`src/rtl/scdd_regs.vh`:
```
// constants for the system control and descriptor decode block
//Contract
//RULE1 - prot_enable set enables segment protection
//RULE2 - monitor_coproc and task_switched fault wait instruction
//RULE3 - emulate_coproc faults every floating point instruction
//RULE4 - task switch sets task_switched; fpu faults
//RULE5 - supervisor_wp controls write to read-only pages
//RULE6 - alignment fault needs align_mask and align_check
//RULE7 - cache_disable stops fills, hits still served
//RULE8 - paging needs paging_enable and prot_enable
//RULE9 - page fault captures linear address
//RULE10 - directory base is 4 KByte aligned
//RULE11 - any level reads, level 0 writes
//RULE12 - 16-bit global load keeps 24-bit base
//RULE13 - global table entry 0 never used
//RULE14 - local selector load caches global descriptor
//RULE15 - base and limit assembled from descriptor words
//RULE16 - granularity bit scales limit by pages
//RULE17 - bit 22 sets default operand size
//RULE18 - system descriptor types decoded
//RULE19 - application type bits decoded
//RULE20 - gate types decoded
//RULE21 - call gate parameter count copied
//RULE22 - system descriptors in global, gates in interrupt table; only interrupt and trap gates set gate_in_idt_only
//RULE23 - table_indicator picks global or local table
//RULE24 - unprivileged register writes fault, value kept
`ifndef SCDD_REGS_VH
`define SCDD_REGS_VH
`define SCDD_PE_BIT       0
`define SCDD_MP_BIT       1
`define SCDD_EM_BIT       2
`define SCDD_TS_BIT       3
`define SCDD_WP_BIT       16
`define SCDD_AM_BIT       18
`define SCDD_CD_BIT       30
`define SCDD_PG_BIT       31
`define SCDD_FLAG_AC_BIT  18
`define SCDD_CW_RESET     32'h00000010
`define SCDD_CW_FIXED1    32'h00000010
`define SCDD_CW_WMASK     32'hC005000F
`define SCDD_FAULT_NM     8'h07
`define SCDD_FAULT_GP     8'h0D
`define SCDD_FAULT_AC     8'h11
`define SCDD_FAULT_PF     8'h0E
`define SCDD_SEL_TI_BIT   2
`define SCDD_DIR_LOW_MASK 32'h00000FFF
`define SCDD_SYS_LOCAL    4'h2
`define SCDD_SYS_TSS_IDLE 4'h9
`define SCDD_SYS_TSS_BUSY 4'hB
`define SCDD_GATE_CALL16  4'h4
`define SCDD_GATE_TASK    4'h5
`define SCDD_GATE_INT16   4'h6
`define SCDD_GATE_TRAP16  4'h7
`define SCDD_GATE_CALL32  4'hC
`define SCDD_GATE_INT32   4'hE
`define SCDD_GATE_TRAP32  4'hF
`define SCDD_CLS_NONE     3'h0
`define SCDD_CLS_APP      3'h1
`define SCDD_CLS_SYS      3'h2
`define SCDD_CLS_GATE     3'h3
`define SCDD_CLS_BAD      3'h4
`define SCDD_ST_IDLE      2'h0
`define SCDD_ST_FETCH     2'h1
`define SCDD_ST_WAIT      2'h2
`endif

```
`src/rtl/scdd_core.v`:
```
// system control registers, checks and descriptor decode
`timescale 1ns/1ps
`include "scdd_regs.vh"
module scdd_core (
  input  wire        sys_clk,
  input  wire        reset_n,
  input  wire [1:0]  cur_priv,
  input  wire        op_size32,
  input  wire [31:0] flags_word,
  input  wire        wr_ctrl,
  input  wire        wr_dirbase,
  input  wire        wr_global,
  input  wire        wr_interrupt,
  input  wire        wr_local,
  input  wire [47:0] wr_data,
  input  wire        task_switch,
  input  wire        instr_valid,
  input  wire        instr_fp,
  input  wire        instr_wait,
  input  wire        mem_valid,
  input  wire        mem_write,
  input  wire        mem_misaligned,
  input  wire        page_readonly,
  input  wire        page_miss,
  input  wire [31:0] mem_linear,
  input  wire        desc_valid,
  input  wire [31:0] desc_low,
  input  wire [31:0] desc_high,
  input  wire        gdt_rd_ack,
  input  wire [31:0] gdt_rd_low,
  input  wire [31:0] gdt_rd_high,
  input  wire [15:0] seg_selector,
  input  wire        seg_sel_valid,
  output reg  [31:0] system_control_word,
  output reg  [31:0] fault_address_reg,
  output reg  [31:0] page_directory_base,
  output reg  [47:0] global_table_locator,
  output reg  [47:0] interrupt_table_locator,
  output reg  [15:0] local_table_selector,
  output reg  [31:0] local_base,
  output reg  [31:0] local_limit,
  output reg         local_busy,
  output reg         gdt_rd_req,
  output reg  [31:0] gdt_rd_addr,
  output reg         fault_valid,
  output reg  [7:0]  fault_vector,
  output reg         protect_on,
  output reg         paging_on,
  output reg         cache_fill_en,
  output reg  [31:0] table_entry_addr,
  output reg         table_sel_null,
  output reg         table_sel_bad,
  output reg  [31:0] seg_base,
  output reg  [31:0] seg_limit,
  output reg         seg_default32,
  output reg  [2:0]  desc_class,
  output reg  [3:0]  desc_type,
  output reg         desc_present,
  output reg  [1:0]  desc_priv_level,
  output reg         app_code,
  output reg         app_expand_down,
  output reg         app_writable,
  output reg         app_conforming,
  output reg         app_readable,
  output reg         app_accessed,
  output reg         gate_is32,
  output reg         gate_in_idt_only,
  output reg  [4:0]  gate_param_count,
  output reg  [15:0] gate_selector,
  output reg  [31:0] gate_offset
);

  reg  [1:0]  state_reg;
  reg  [15:0] pend_sel_reg;
  wire        priv_ok;
  wire        any_write;
  wire        fpu_fault;
  wire        wait_fault;
  wire        align_fault;
  wire        wp_fault;
  wire        pf_fault;
  wire        gp_fault;
  wire [31:0] cw_next;

  // base from both words
  function [31:0] f_base;
    input [31:0] lo;
    input [31:0] hi;
    begin
      f_base = {hi[31:24], hi[7:0], lo[31:16]}; // [RULE15]
    end
  endfunction

  // limit, scaled by granularity
  function [31:0] f_limit;
    input [31:0] lo;
    input [31:0] hi;
    begin
      if (hi[23])
        f_limit = {hi[19:16], lo[15:0], 12'hFFF}; // [RULE16]
      else
        f_limit = {12'h000, hi[19:16], lo[15:0]}; // [RULE15]
    end
  endfunction

  assign priv_ok   = ~system_control_word[`SCDD_PE_BIT] || (cur_priv == 2'h0); // [RULE11]
  assign any_write = wr_ctrl | wr_dirbase | wr_global | wr_interrupt | wr_local;
  assign gp_fault  = any_write & ~priv_ok; // [RULE24]
  assign wait_fault = instr_valid & instr_wait & system_control_word[`SCDD_MP_BIT]
                    & system_control_word[`SCDD_TS_BIT]; // [RULE2]
  assign fpu_fault = instr_valid & instr_fp & (system_control_word[`SCDD_EM_BIT]   // [RULE3]
                   | system_control_word[`SCDD_TS_BIT]); // [RULE4]
  assign align_fault = mem_valid & mem_misaligned & system_control_word[`SCDD_AM_BIT]
                     & flags_word[`SCDD_FLAG_AC_BIT]; // [RULE6]
  assign wp_fault  = mem_valid & mem_write & page_readonly & paging_on
                   & (system_control_word[`SCDD_WP_BIT] || (cur_priv == 2'h3)); // [RULE5]
  assign pf_fault  = mem_valid & paging_on & (page_miss | wp_fault);
  assign cw_next   = (wr_data[31:0] & `SCDD_CW_WMASK) | `SCDD_CW_FIXED1;

  // control, paging and table locator registers
  always @(posedge sys_clk or negedge reset_n) begin
    if (!reset_n) begin
      system_control_word     <= `SCDD_CW_RESET;
      fault_address_reg       <= 32'h00000000;
      page_directory_base     <= 32'h00000000;
      global_table_locator    <= 48'h000000000000;
      interrupt_table_locator <= 48'h000000000000;
      protect_on              <= 1'b0;
      paging_on               <= 1'b0;
      cache_fill_en           <= 1'b1;
      fault_valid             <= 1'b0;
      fault_vector            <= 8'h00;
    end else begin
      if (wr_ctrl && priv_ok) begin
        system_control_word <= cw_next;
        protect_on    <= cw_next[`SCDD_PE_BIT]; // [RULE1]
        paging_on     <= cw_next[`SCDD_PG_BIT] & cw_next[`SCDD_PE_BIT]; // [RULE8]
        cache_fill_en <= ~cw_next[`SCDD_CD_BIT]; // [RULE7]
      end else if (task_switch) begin
        system_control_word[`SCDD_TS_BIT] <= 1'b1; // [RULE4]
      end
      if (wr_dirbase && priv_ok)
        page_directory_base <= wr_data[31:0] & ~`SCDD_DIR_LOW_MASK; // [RULE10]
      if (wr_global && priv_ok) begin
        if (op_size32)
          global_table_locator <= wr_data;
        else
          global_table_locator <= {8'h00, wr_data[39:0]}; // [RULE12]
      end
      if (wr_interrupt && priv_ok)
        interrupt_table_locator <= wr_data;
      if (pf_fault)
        fault_address_reg <= mem_linear; // [RULE9]
      fault_valid <= gp_fault | wait_fault | fpu_fault | align_fault | pf_fault;
      if (gp_fault)
        fault_vector <= `SCDD_FAULT_GP; // [RULE24]
      else if (wait_fault || fpu_fault)
        fault_vector <= `SCDD_FAULT_NM; // [RULE2]
      else if (pf_fault)
        fault_vector <= `SCDD_FAULT_PF;
      else if (align_fault)
        fault_vector <= `SCDD_FAULT_AC;
    end
  end

  // local selector load and hidden descriptor fetch
  always @(posedge sys_clk or negedge reset_n) begin
    if (!reset_n) begin
      state_reg            <= `SCDD_ST_IDLE;
      pend_sel_reg         <= 16'h0000;
      local_table_selector <= 16'h0000;
      local_base           <= 32'h00000000;
      local_limit          <= 32'h00000000;
      local_busy           <= 1'b0;
      gdt_rd_req           <= 1'b0;
      gdt_rd_addr          <= 32'h00000000;
    end else begin
      case (state_reg)
        `SCDD_ST_IDLE: begin
          gdt_rd_req <= 1'b0;
          if (wr_local && priv_ok) begin
            local_table_selector <= wr_data[15:0];
            pend_sel_reg         <= wr_data[15:0];
            if (wr_data[15:3] == 13'h0000) begin
              local_base  <= 32'h00000000; // [RULE13]
              local_limit <= 32'h00000000;
            end else begin
              local_busy <= 1'b1;
              state_reg  <= `SCDD_ST_FETCH;
            end
          end
        end
        `SCDD_ST_FETCH: begin
          gdt_rd_req  <= 1'b1; // [RULE22]
          gdt_rd_addr <= global_table_locator[47:16]
                       + {16'h0000, pend_sel_reg[15:3], 3'h0}; // [RULE14]
          state_reg   <= `SCDD_ST_WAIT;
        end
        `SCDD_ST_WAIT: begin
          if (gdt_rd_ack) begin
            gdt_rd_req  <= 1'b0;
            local_base  <= f_base(gdt_rd_low, gdt_rd_high); // [RULE14]
            local_limit <= f_limit(gdt_rd_low, gdt_rd_high);
            local_busy  <= 1'b0;
            state_reg   <= `SCDD_ST_IDLE;
          end
        end
        default: begin
          state_reg  <= `SCDD_ST_IDLE;
          gdt_rd_req <= 1'b0;
          local_busy <= 1'b0;
        end
      endcase
    end
  end

  // selector to table entry address
  always @(posedge sys_clk or negedge reset_n) begin
    if (!reset_n) begin
      table_entry_addr <= 32'h00000000;
      table_sel_null   <= 1'b0;
      table_sel_bad    <= 1'b0;
    end else if (seg_sel_valid) begin
      if (seg_selector[`SCDD_SEL_TI_BIT]) begin
        table_entry_addr <= local_base + {16'h0000, seg_selector[15:3], 3'h0}; // [RULE23]
        table_sel_null   <= 1'b0;
        table_sel_bad    <= ({16'h0000, seg_selector[15:3], 3'h7} > local_limit);
      end else begin
        table_entry_addr <= global_table_locator[47:16]
                          + {16'h0000, seg_selector[15:3], 3'h0}; // [RULE23]
        table_sel_null   <= (seg_selector[15:3] == 13'h0000); // [RULE13]
        table_sel_bad    <= ({seg_selector[15:3], 3'h7} > global_table_locator[15:0]);
      end
    end
  end

  // descriptor decode
  always @(posedge sys_clk or negedge reset_n) begin
    if (!reset_n) begin
      seg_base         <= 32'h00000000;
      seg_limit        <= 32'h00000000;
      seg_default32    <= 1'b0;
      desc_class       <= `SCDD_CLS_NONE;
      desc_type        <= 4'h0;
      desc_present     <= 1'b0;
      desc_priv_level  <= 2'h0;
      app_code         <= 1'b0;
      app_expand_down  <= 1'b0;
      app_writable     <= 1'b0;
      app_conforming   <= 1'b0;
      app_readable     <= 1'b0;
      app_accessed     <= 1'b0;
      gate_is32        <= 1'b0;
      gate_in_idt_only <= 1'b0;
      gate_param_count <= 5'h00;
      gate_selector    <= 16'h0000;
      gate_offset      <= 32'h00000000;
    end else if (desc_valid) begin
      seg_base        <= f_base(desc_low, desc_high); // [RULE15]
      seg_limit       <= f_limit(desc_low, desc_high); // [RULE16]
      seg_default32   <= desc_high[22]; // [RULE17]
      desc_type       <= desc_high[11:8];
      desc_present    <= desc_high[15];
      desc_priv_level <= desc_high[14:13];
      app_code        <= desc_high[12] & desc_high[11]; // [RULE19]
      app_expand_down <= desc_high[12] & ~desc_high[11] & desc_high[10];
      app_writable    <= desc_high[12] & ~desc_high[11] & desc_high[9];
      app_conforming  <= desc_high[12] & desc_high[11] & desc_high[10];
      app_readable    <= desc_high[12] & desc_high[11] & desc_high[9];
      app_accessed    <= desc_high[12] & desc_high[8];
      gate_is32       <= desc_high[11]; // [RULE20]
      gate_param_count <= desc_high[4:0]; // [RULE21]
      gate_selector   <= desc_low[31:16];
      gate_offset     <= {desc_high[31:16], desc_low[15:0]};
      gate_in_idt_only <= 1'b0;
      if (desc_high[12]) begin
        desc_class <= `SCDD_CLS_APP;
      end else begin
        case (desc_high[11:8])
          `SCDD_SYS_LOCAL, `SCDD_SYS_TSS_IDLE, `SCDD_SYS_TSS_BUSY: begin
            desc_class <= `SCDD_CLS_SYS; // [RULE18]
          end
          `SCDD_GATE_CALL16, `SCDD_GATE_TASK, `SCDD_GATE_CALL32: begin
            desc_class <= `SCDD_CLS_GATE; // [RULE20]
          end
          `SCDD_GATE_INT16, `SCDD_GATE_TRAP16, `SCDD_GATE_INT32, `SCDD_GATE_TRAP32: begin
            desc_class       <= `SCDD_CLS_GATE;
            gate_in_idt_only <= 1'b1; // [RULE22]
          end
          default: begin
            desc_class <= `SCDD_CLS_BAD;
          end
        endcase
      end
    end
  end

endmodule // scdd_core

```
`config.mk`:
```
export PLATFORM = sky130hd
export DESIGN_NAME = scdd_core
export DESIGN_NICKNAME = d
export VERILOG_FILES = /design/src/rtl/scdd_core.v
export VERILOG_INCLUDE_DIRS = /design/src /design/src/rtl
export SDC_FILE = /design/constraint.sdc
export NUM_CORES = 1
export LEC_CHECK = 0
export ABC_AREA = 1
export BUFFER_PORTS_ARGS = -buffer_cell sky130_fd_sc_hd__buf_2
export CAP_MARGIN = 30
export CORE_AREA = 2 2 299 301
export CTS_CLUSTER_SIZE = 8
export DETAILED_ROUTE_END_ITERATION = 6
export DIE_AREA = 0 0 301 303
export GPL_TIMING_DRIVEN = 0
export PLACE_DENSITY = 0.45
export SLEW_MARGIN = 20
export SYNTH_ARGS = -nofsm -noshare
export SYNTH_HDL_FRONTEND = slang
export SYNTH_SLANG_ARGS = --single-unit
```
`constraint.sdc`:
```
create_clock -name sys_clk -period 2.4 [get_ports sys_clk]
set_clock_uncertainty 0.15 [all_clocks]
set_input_delay 0.36 -clock sys_clk [delete_from_list [all_inputs] [get_ports sys_clk]]
set_output_delay 0.36 -clock sys_clk [all_outputs]
set_load 0.03 [all_outputs]
```
==> results of run 1 <==
## worst min path at each step
stage	startpoint	end	slack, ns	depth (start not counted)
2_1_floorplan	reset_n	app_accessed$_DFFE_PN0P_	-0.09	0
3_3_place_gp	gate_offset[5]$_DFFE_PN0P_	gate_offset[5]$_DFFE_PN0P_	0.30	2
3_5_place_dp	reset_n	table_entry_addr[22]$_DFFE_PN0P_	0.15	1
4_1_cts	wr_data[25]	page_directory_base[25]$_DFFE_PN0P_	0.001	3
5_1_grt	wr_data[25]	page_directory_base[25]$_DFFE_PN0P_	0.03	3
6_report	wr_data[25]	page_directory_base[25]$_DFFE_PN0P_	-0.001	3
## tightest hold or removal path, delay by kind of cell
family / cells / cell delay [ns]
AOI/OAI and AO/OA: 1 / 0.18
buffers and inverters: 2 / 0.19
## routing by layer
metal / track usage / vias up / wire [um]
met1: 0.2452 / 9734 / 39110
met3: 0.04483 / 115 / 6025
li1: - / 9750 / -
met4: 0.05176 / 0 / 2354
met5: 0 / - / 0
met2: 0.3732 / 661 / 49130
## timing repair
item / 4_1_cts / 5_1_grt
buffers inserted: 7 / 7
setup endpoints to repair: 139 / 41
pin swaps: 5 / 13
hold buffers: 196 / 0
gates resized for setup: 43 / 54
endpoints found under the hold margin: 486 / 0
## through the flow
step	setup TNS [ns]	setup slack, ns	instances
finish	0	0.08759	4639
global route	-0.01480	-0.01353	4639
CTS	0	0.002482	4631
detailed placement	-73.87	-0.8384	4348
global placement	-3652.12	-8.651	4343
floorplan	-0.03177	-0.03177	2500
## area by class of cell
| cell class | instances | share of cell area |
|---|---|---|
| sequential | 419 | 0.3545 |
| clock buffer | 73 | 0.05267 |
| tap | 1165 | 0.04920 |
| antenna | 2 | 0.0001689 |
| buffer | 168 | 0.03332 |
| timing repair buffer | 893 | 0.1893 |
| multi-input combinational | 1721 | 0.2908 |
| inverter | 191 | 0.02441 |
| clock inverter | 7 | 0.005575 |
## report_power, final
part           leakage [nW]  switching (mW)  internal (mW)
Clock                 0.839            3.36           4.92
Sequential             5.21            1.61           8.89
Combinational          9.35            9.61           4.03
## kinds of logic after synthesis
kind of cell	after synthesis	share of synthesized area
AOI/OAI and AO/OA	340	0.08913
xor gates and xnor gates	14	0.006054
adders and majority gates	54	0.03410
buffers and inverters	360	0.08308
DFF	419	0.5177
muxes	40	0.02224
other	2	0.0003708
and+or+nand+nor	1234	0.2473
## synth_stat cells, types with 2 or more instances
cell type | n | area (um^2)
nand2_1 | 930 | 3491
dfrtp_1 | 418 | 10460
o21ai_0 | 226 | 1131
inv_1 | 185 | 694.4
nand3_1 | 121 | 605.6
nor2_1 | 95 | 356.6
buf_4 | 73 | 548.0
clkbuf_1 | 66 | 247.7
ha_1 | 52 | 650.6
o21ai_1 | 42 | 210.2
mux2_2 | 40 | 450.4
a21oi_1 | 38 | 190.2
nand4_1 | 25 | 156.4
buf_2 | 22 | 110.1
nand2_2 | 14 | 87.58
nor3_1 | 14 | 70.07
xnor2_1 | 13 | 113.9
or2_2 | 12 | 75.07
o31ai_1 | 10 | 75.07
o221ai_1 | 8 | 70.07
nor2_2 | 6 | 37.54
nand3b_1 | 5 | 37.54
a31oi_1 | 4 | 25.02
buf_1 | 4 | 15.01
inv_2 | 4 | 15.01
o21bai_1 | 4 | 30.03
and2_1 | 3 | 18.77
nor4_1 | 3 | 18.77
o21ai_2 | 3 | 26.28
buf_6 | 2 | 22.52
conb_1 | 2 | 7.510
fa_1 | 2 | 40.04
nand3_2 | 2 | 20.02
o21a_1 | 2 | 15.01
==> results.md, run 1 <==
- Largest registers: global_table_locator (48), interrupt_table_locator (48)
- Initial Utilization: 0.2303
- Sinks on Clock Net: 419
- Worst setup SP type: register
- Multi-input gate area: 8616 um^2
- Average vias per placed instance: 4.367
- TritonCTS buffer count: 60
- # rows: 109
- Vias in the first global route: 20480
- Ys Warns: 0
- Layout cells sized above 1: 0.2990
- Initial antenna violation count: 10
- Arr. time, crit path: 2.68 ns
- Pwr Density: 1094 nW/um^2
- Status: finished with violations
- Post-synth EDFFs: 0
- Reg2reg end: table_entry_addr[24]$_DFFE_PN0P_
- I/O Buffers: 678
- Main synth FF type: dfrtp_1
- Die Area: 91200 um^2
- Worst path cell trace: nand2_1 > nand2_1 > ha_1 > nand2_1 > nor2_4 > inv_1 > nor3_1 > nand2_2 > nand2_2 > nand3_1 > nand3_1 > nand2_1
- Count of final setup violators: 0
- Reg clk slew, reported paths: 0.05 ns
- CP top delay family: simple AND/OR/NAND/NOR gates
- Final net count: 3786
- CTS tree: built
- Vert. Die Dim: 303 um
- Failing checks: hold timing
- Area of placed instances: 25490 um^2
- Depth of the most critical reg-to-reg path: 12
- Total grt overflow: 0
- Chip width: 301 um
- CP bufs+invs: 1
- VDD IR-drop max: 0.0006565 V
- Cells after Synth: 2463
- Fin area: 29620 um^2
- CTS max path bufs: 3
- Setup repair after global routing missed its margin: true
- Fin crit period: 2.312 ns
- Largest net degree at the start of global routing: 89
- CP max stage delay: 0.50 ns
- Filler cell count: 9479
- Max cap viols: 0
- Max-Slew Margin vs Limit: 0.4461
- Register area share after synthesis: 0.5177
- Reg area: 10500 um^2
- Post-Synthesis Cell Area: 20260 um^2
- Fin Hold WS: -0.001207 ns
- Drt total wl: 96.62 mm
- CP Depth: 12
- I/O pin count: 766
- CP endpoint: table_entry_addr[24]$_DFFE_PN0P_
- Flop2flop setup slack: 0.09 ns
- Dpl hpwl: 76.70 mm
- Final Max Tran Viols: 0
- Seq cells post-synth: 419
- Vias: 20260
- Most common cell after layout, fill and taps aside: nand2_1
- GRT Overall Usage: 0.2056
- CP dominant cell by count: nand2_1
- Slew @ Worst Pin: 0.8309 ns
- Final ANT Viol Nets: 0
- Core Region: 87970 um^2
- Latest clock arrival within the worst-skew pair: 0.63 ns
- Leakage: 15.40 nW
- Data required, critical path: 2.76 ns
- Synthesized area per cell: 8.224 um^2
- Fmax: 432.5 MHz
- Setup crit start: global_table_locator[30]$_DFFE_PN0P_
- CP max-delay cell: dfrtp_2
- Clock root buffer: clkbuf_16
- Drt pass-1 iters: 5
- Critical path type: reg -> reg
- DR iter-0 viols: 993
- Final period util: 0.9635
- Syn-to-layout area delta: 46.25%
- Commonest non-fill, non-tap cells in the layout: 903 x nand2_1, 698 x buf_2, 405 x dfrtp_1
- CP endpoint kind: register
- Worst r2r src: global_table_locator[30]$_DFFE_PN0P_
- Final hold vios: 1
- First-pass GRT wire length: 138.0 mm
- Fin util: 0.3368
- Async SR Flop Fraction: 1.000
- GP Congestion: 0.9345
- Synth unique cells: 47
- # H-tree levels: 2
- Wirelength per Cell: 20.83 um
- # DRC: 0
- Type of the most critical hold path: in -> reg
- Crit path max fanout: 4
- Final Power: 32.42 mW
Note: power is estimated with default switching activity, not from simulation.
==> inputs of run 2 (changes only) <==
- ABC_AREA: 1 -> 0
- CORE_AREA: 2 2 299 301 -> 2 2 298 300
- DIE_AREA: 0 0 301 303 -> 0 0 300 302
- PLACE_DENSITY: 0.45 -> 0.44
==> run 2 against run 1 <==
Largest power group unchanged. Design area grew 0.25%. Combinational power is 21% higher. Final cell count fell by 15%. Maximum frequency down 20%. Sequential share of layout area decreased by 0.064 points. The run ends with hold timing, setup timing left. Global-route usage shrank 2.1 points. Non-clock buffer count is 36 higher. Sequential power increased by 9.5%.
==> results.md, run 2 <==
- # rows: 109 (unchanged)
- Failing checks: hold timing, setup timing (was hold timing)
- Latest clock arrival within the worst-skew pair: 0.62 ns (was 0.63 ns)
- Post-synth top cells: 418 x dfrtp_1, 264 x mux2_2, 184 x nand2_1 (was 930 x nand2_1, 418 x dfrtp_1, 226 x o21ai_0)
- Cells after Synth: 1729 (was 2463)
- Commonest non-fill, non-tap cells in the layout: 685 x buf_2, 399 x dfrtp_1, 246 x mux2_2 (was 903 x nand2_1, 698 x buf_2, 405 x dfrtp_1)
- Initial Utilization: 0.2247 (was 0.2303)
- DP Cell Count: 3616 (was 4348)
- Reg clk slew, reported paths: 0.05 ns (about the same)
- Largest registers: global_table_locator (48), interrupt_table_locator (48) (unchanged)
- Final Max Tran Viols: 0 (unchanged)
- Fin crit period: 2.877 ns (was 2.312 ns)
- Comb power frac: 0.461 (was 0.421)
- Syn-to-layout area delta: 50.94% (was 46.25%)
- Status: finished with violations (unchanged)
- Cell-internal power: 19.78 mW (was 17.84 mW)
- Max cap viols: 0 (unchanged)
- I/O pin count: 766 (unchanged)
- Final Power: 35.80 mW (was 32.42 mW)
- Average vias per placed instance: 4.397 (was 4.367)
- Sw frac: 0.4474 (was 0.4497)
- Flop2flop setup slack: -0.48 ns (was 0.09 ns)
- Worst path cell trace: mux2_4 > ha_4 > fa_2 > a211oi_2 > o21bai_2 > o21bai_4 > a21oi_2 > o211ai_1 > xor2_1 > mux2_4 (was nand2_1 > nand2_1 > ha_1 > nand2_1 > nor2_4 > inv_1 > nor3_1 > nand2_2 > nand2_2 > nand3_1 > nand3_1 > nand2_1)
- Core Region: 87560 um^2 (was 87970 um^2)
- Die Area: 90600 um^2 (was 91200 um^2)
- Wirelength per Cell: 22.41 um (was 20.83 um)
- TritonCTS buffer count: 59 (was 60)
- Multi-input gate area: 8792 um^2 (was 8616 um^2)
- CTS tree: built (unchanged)
- CP max stage delay: 0.47 ns (was 0.50 ns)
- Fmax: 347.6 MHz (was 432.5 MHz)
- CP max-delay cell: dfrtp_2 (unchanged)
- Post-synth EDFFs: 0 (unchanged)
- Synth unique cells: 75 (was 47)
- Fin Hold WS: -0.008658 ns (was -0.001207 ns)
- Final period util: 1.199 (was 0.9635)
- Data required, critical path: 2.73 ns (was 2.76 ns)
- Count leader, synth: dfrtp_1 (was nand2_1)
- Final hold vios: 2 (was 1)
- GP Congestion: 0.8808 (was 0.9345)
- CTS max path bufs: 3 (unchanged)
- Sw power: 16.02 mW (was 14.58 mW)
- Initial antenna violation count: 4 (was 10)
- Async SR Flop Fraction: 1.000 (unchanged)
- Register share of total power: 0.320 (was 0.324)
- Clock power frac: 0.219 (was 0.255)
- Slew @ Worst Pin: 0.9038 ns (was 0.8309 ns)
- Total grt overflow: 0 (unchanged)
- Vias in the first global route: 17900 (was 20480)
- Clock root buffer: clkbuf_16 (unchanged)
- Drt pass-1 iters: 6 (was 5)
- Leakage: 13.84 nW (was 15.40 nW)
- Ys Warns: 0 (unchanged)
- Dpl hpwl: 68.67 mm (was 76.70 mm)
- GRT Overall Usage: 0.1850 (was 0.2056)
- Most common cell after layout, fill and taps aside: buf_2 (was nand2_1)
- VDD IR-drop max: 0.0006970 V (was 0.0006565 V)
- Drt total wl: 88.63 mm (was 96.62 mm)
- Chip width: 300 um (was 301 um)
- Vert. Die Dim: 302 um (was 303 um)
- Post-Synthesis Cell Area: 19680 um^2 (was 20260 um^2)
- Worst setup margin: -0.4768 ns (was 0.08759 ns)
- Sinks on Clock Net: 419 (unchanged)
- Setup repair after global routing missed its margin: true (unchanged)
- Crit path max fanout: 4 (unchanged)
- Worst setup SP type: register (unchanged)
- DR iter-0 viols: 808 (was 993)
- CP bufs+invs: 0 (was 1)
- Fin util: 0.3392 (was 0.3368)
- CP dominant cell by count: mux2_4 (was nand2_1)
- # DRC: 0 (unchanged)
- Critical path type: reg -> reg (unchanged)
- First-pass GRT wire length: 123.2 mm (was 138.0 mm)
- Seq cells post-synth: 419 (unchanged)
- Sum of negative setup slack: -9.073 ns (was 0 ns)
- Register area share after synthesis: 0.5329 (was 0.5177)
- # H-tree levels: 2 (unchanged)
- Max-Slew Margin vs Limit: 0.3975 (was 0.4461)
- Largest net degree at the start of global routing: 95 (was 89)
- Yosys top cell by area: dfrtp_1 (unchanged)
- Arr. time, crit path: 3.21 ns (was 2.68 ns)
- Layout cells sized above 1: 0.4597 (was 0.2990)
- Synthesized area per cell: 11.38 um^2 (was 8.224 um^2)
- Synth area leaders: dfrtp_1 53%, mux2_2 15%, nand2_1 3.5%, ha_1 3.3%, buf_4 2.8% (was dfrtp_1 52%, nand2_1 17%, o21ai_0 5.6%, inv_1 3.4%, ha_1 3.2%)
- Count of final setup violators: 37 (was 0)
- Final net count: 3099 (was 3786)
- Reg area: 10510 um^2 (was 10500 um^2)
- CP endpoint kind: register (unchanged)
- CP top delay family: compound AO/OA/AOI/OAI gates (was simple AND/OR/NAND/NOR gates)
- Vias: 17390 (was 20260)
- Non-Filler Instances: 3955 (was 4639)
- Final ANT Viol Nets: 0 (unchanged)
- Type of the most critical hold path: in -> reg (unchanged)
- Pwr Density: 1205 nW/um^2 (was 1094 nW/um^2)
- Main synth FF type: dfrtp_1 (unchanged)
- Area share of the largest cell type after synthesis: 0.5316 (was 0.5164)
- I/O Buffers: 677 (was 678)
- Filler cell count: 8933 (was 9479)
[run 2: cell types whose count changed after synthesis, sizes merged, moves of 28 or more]
cell and delta:
nand3 -86, xor2 +31, inv -131, nand2 -752, mux2 +224, o21ai -116, nor2 -31, mux2i +28
[run 2: worst reg2reg max path: stages, from the launching register on]
cell and delay, ns:
dfrtp_2 0.47, mux2_4 0.30, ha_4 0.17, fa_2 0.36
a211oi_2 0.24, o21bai_2 0.14, o21bai_4 0.21, a21oi_2 0.10
o211ai_1 0.22, xor2_1 0.13, mux2_4 0.27
[run 2: stage by stage]
stage / worst slack (ns) / hold WS, ns / area, um^2
finish: -0.4768 / -0.008658 / 29700
detailed placement: -1.442 / 0.2417 / 25050
global route: -0.5787 / -0.0005203 / 29700
floorplan: -0.8188 / -0.08559 / 20030
global placement: -8.845 / 0.3102 / 24880
CTS: -0.5630 / 0.001679 / 29260
[run 2: final timing paths]
| check | from | endpoint | cells after the start |
|---|---|---|---|
| max reg2reg | local_base[3]$_DFFE_PN0P_ | table_entry_addr[21]$_DFFE_PN0P_ | 10 |
| min reg2reg | gdt_rd_addr[12]$_DFFE_PN0P_ | gdt_rd_addr[12]$_DFFE_PN0P_ | 2 |
| min | wr_data[12] | interrupt_table_locator[12]$_DFFE_PN0P_ | 2 |
| max | local_base[3]$_DFFE_PN0P_ | table_entry_addr[21]$_DFFE_PN0P_ | 10 |
| min in group asynchronous | reset_n | global_table_locator[45]$_DFFE_PN0P_ | 2 |
| max in group asynchronous | reset_n | seg_limit[22]$_DFFE_PN0P_ | 4 |
[run 2: power by group through the flow]
stage	Sequential [mW]	Combinational, mW	Clock (mW)
6_report	11.5	16.5	7.84
5_1_grt	11.7	17.7	8.38
4_1_cts	11.5	16.1	8.11
3_5_place_dp	11.6	15.1	0
3_3_place_gp	11.5	14.9	0
2_1_floorplan	14.9	5.61	0
[run 2: final cells by class]
| cell class | instances | area share |
|---|---|---|
| multi-input combinational | 1131 | 0.2960 |
| buffer | 156 | 0.03324 |
| timing repair buffer | 941 | 0.2039 |
| inverter | 59 | 0.007583 |
| sequential | 419 | 0.3539 |
| clock inverter | 3 | 0.001727 |
| tap | 1165 | 0.04908 |
| clock buffer | 80 | 0.05443 |
| antenna | 1 | 0.00008426 |
[run 2: metal layers]
metal | part of all wire | GRT usage | up-vias
li1 | - | - | 8002
met2 | 0.51 | 0.3314 | 663
met1 | 0.39 | 0.2160 | 8600
met4 | 0.022 | 0.04143 | 4
met3 | 0.081 | 0.05688 | 120
met5 | 0.00024 | 0 | -
[run 2: logic make-up (layout without fill, tap and decap cells)]
family	Yosys count	after routing	synth area share
AOI/OAI and AO/OA	312	312	0.09723
buffers and inverters	216	1239	0.05780
xor gates and xnor gates	46	46	0.02048
other	2	40	0.0003817
adders and majority gates	54	54	0.03510
DFF	419	419	0.5329
muxes	292	292	0.1653
and+or+nand+nor	388	388	0.09074
[run 2: what timing repair did]
item / in CTS / in global routing
setup endpoints to repair: 133 / 123
pin swaps: 31 / 39
buffers inserted: 35 / 16
hold endpoints to repair: 372 / 12
resized for setup: 80 / 67
gates cloned: 0 / 1
hold buffers: 198 / 9
==> inputs of run 3 (changes only) <==
- SETUP_SLACK_MARGIN: default -> 0.3
- clock period: 2.4 -> 3 ns (I/O delays scaled with it)
==> run 3 against run 2 <==
Highest routed layer is now met4. Sequential share of layout area rose by 0.87 points. Largest cell class unchanged. Critical path depth is 5 higher. Utilization is 0.85 points lower. The flow now finishes without violations. Worst setup slack improved by 0.57 ns. Power is 22% lower.
==> results.md, run 3 (synthesis gave the netlist of run 2 again) <==
- GRT Overall Usage: 0.1816 (was 0.1850)
- Leakage: 13.57 nW (was 13.84 nW)
- Fin crit period: 2.910 ns
- Final hold vios: 0 (was 2)
- Slew @ Worst Pin: 0.9955 ns (was 0.9038 ns)
- Status: completed (was finished with violations)
- I/O Buffers: 677 (unchanged)
- Commonest non-fill, non-tap cells in the layout: 684 x buf_2, 406 x dfrtp_1, 249 x mux2_2 (was 685 x buf_2, 399 x dfrtp_1, 246 x mux2_2)
- Final net count: 3048 (was 3099)
- Fin util: 0.3307 (was 0.3392)
- Drt pass-1 iters: 4 (was 6)
- Average vias per placed instance: 4.422 (was 4.397)
- CTS tree: built (unchanged)
- Crit path max fanout: 8 (was 4)
- Pre-CTS setup slack: -0.8671 ns (was -1.442 ns)
- Final ANT Viol Nets: 0 (unchanged)
- Worst setup margin: 0.08967 ns (was -0.4768 ns)
- Wirelength per Cell: 21.96 um (was 22.41 um)
- Setup repair after global routing missed its margin: true (unchanged)
- First-pass GRT wire length: 121.4 mm (was 123.2 mm)
- # rows: 109 (unchanged)
- Type of the most critical hold path: in -> reg (unchanged)
- Max-Slew Margin vs Limit: 0.3363 (was 0.3975)
- Largest registers: global_table_locator (48), interrupt_table_locator (48) (unchanged)
- Count of final setup violators: 0 (was 37)
- Layout cells sized above 1: 0.4483 (was 0.4597)
- I/O pin count: 766 (unchanged)
- GP Congestion: 0.8716 (was 0.8808)
- CP endpoint kind: register (unchanged)
- Die Area: 90600 um^2 (unchanged)
- Syn-to-layout area delta: 47.18% (was 50.94%)
- Pwr Density: 960.4 nW/um^2 (was 1205 nW/um^2)
- Vert. Die Dim: 302 um (unchanged)
- Total grt overflow: 0 (unchanged)
- Clock root buffer: clkbuf_16 (unchanged)
- Fmax: 343.6 MHz
- Sinks on Clock Net: 419 (unchanged)
- Most common cell after layout, fill and taps aside: buf_2 (unchanged)
- Non-Filler Instances: 3903 (was 3955)
- Worst setup SP type: input pin (was register)
- Drt total wl: 85.73 mm (was 88.63 mm)
- Final period util: 0.9701
- Critical path type: in -> reg (was reg -> reg)
- Max cap viols: 0 (unchanged)
- Vias in the first global route: 17720 (was 17900)
- Arr. time, crit path: 3.23 ns (was 3.21 ns)
- Final Max Tran Viols: 0 (unchanged)
- Latest clock arrival within the worst-skew pair: 0.63 ns (was 0.62 ns)
- Vias: 17260 (was 17390)
- Initial antenna violation count: 2 (was 4)
- Data required, critical path: 3.32 ns (was 2.73 ns)
- Largest net degree at the start of global routing: 94 (was 95)
- Reg clk slew, reported paths: 0.05 ns (about the same)
- # DRC: 0 (unchanged)
- # H-tree levels: 2 (unchanged)
- VDD IR-drop max: 0.0005165 V (was 0.0006970 V)
- Final Power: 27.81 mW (was 35.80 mW)
- CTS max path bufs: 3 (unchanged)
- DP Cell Count: 3615 (was 3616)
- DR iter-0 viols: 788 (was 808)
- Chip width: 300 um (unchanged)
- Core Region: 87560 um^2 (unchanged)
- Dpl hpwl: 68.14 mm (was 68.67 mm)
- Initial Utilization: 0.2247 (unchanged)
- TritonCTS buffer count: 59 (unchanged)
-- run 3: changes by cell type in the layout (fill, tap and decap cells not counted), sizes merged --
| cell | before | now |
|---|---|---|
| clkbuf | 136 | 134 |
| clkinvlp | 1 | 0 |
| dlygate4sd3 | 207 | 173 |
| buf | 834 | 818 |
| clkinv | 3 | 2 |
| inv | 58 | 60 |
-- run 3: cell type report --
type | count | area [um^2]
fill | 9017 | 58600
sequential | 419 | 10500
multi-input combinational | 1131 | 8558
timing repair buffer | 889 | 5574
clock buffer | 79 | 1613
tap | 1165 | 1458
buffer | 157 | 987.2
inverter | 59 | 221.5
clock inverter | 3 | 43.79
antenna | 1 | 2.502
-- run 3: per-stage QoR --
stage / setup TNS (ns) / cell area, um^2 / hold slack [ns]
floorplan: -2.178 / 19970 / 0.004409
CTS: -0.009104 / 28770 / 0.0003140
global placement: -3114.56 / 24820 / 0.3095
detailed placement: -14.96 / 25000 / 0.1505
global route: -0.03186 / 28960 / 0.01963
finish: 0 / 28960 / 0.03124
-- run 3: layer usage --
metal	share of wire	routed length, um	vias to the layer above	track usage
met3	0.077	6575	117	0.04963
met5	0	0	-	0
met2	0.50	42780	658	0.3216
li1	-	-	7897	-
met4	0.025	2179	0	0.04917
met1	0.40	34190	8587	0.2158
-- run 3: final timing paths --
kind	start	endpoint	slack (ns)	depth (start not counted)
worst max-delay path	seg_selector[2]	table_entry_addr[31]$_DFFE_PN0P_	0.09	15
worst min-delay path	gdt_rd_low[5]	local_limit[5]$_DFFE_PN0P_	0.03	3
worst max register to register	global_table_locator[19]$_DFFE_PN0P_	table_entry_addr[21]$_DFFE_PN0P_	0.10	10
worst min register to register	fault_vector[2]$_DFFE_PN0P_	fault_vector[2]$_DFFE_PN0P_	0.32	1
max in group asynchronous	reset_n	app_accessed$_DFFE_PN0P_	1.35	4
min in group asynchronous	reset_n	gdt_rd_addr[17]$_DFFE_PN0P_	0.12	2
-- run 3: power breakdown --
group | leakage, nW | switching (mW) | internal [mW] | total (mW)
combinational | 7.69 | 8.13 | 4.34 | 12.5
clock | 0.806 | 2.56 | 3.66 | 6.23
sequential | 5.08 | 1.74 | 7.37 | 9.11
total | 13.6 | 12.4 | 15.4 | 27.8
-- run 3: timing repair --
item	4_1_cts	5_1_grt
buffers inserted	22	9
gates resized for setup	51	32
hold buffers	173	0
setup endpoints to repair	36	46
pin swaps	25	20
hold endpoints to repair	427	0
-- run 3: worst max-delay path, cell delays in order --
cell and delay [ns]:
buf_8 0.10, buf_8 0.11, buf_8 0.11, buf_12 0.12, buf_12 0.12, buf_12 0.13
mux2_4 0.33, ha_4 0.28, and4_4 0.25, o2111ai_2 0.10, o21bai_4 0.24, a21oi_4 0.26
nand4_1 0.18, xor2_1 0.20, mux2_4 0.26
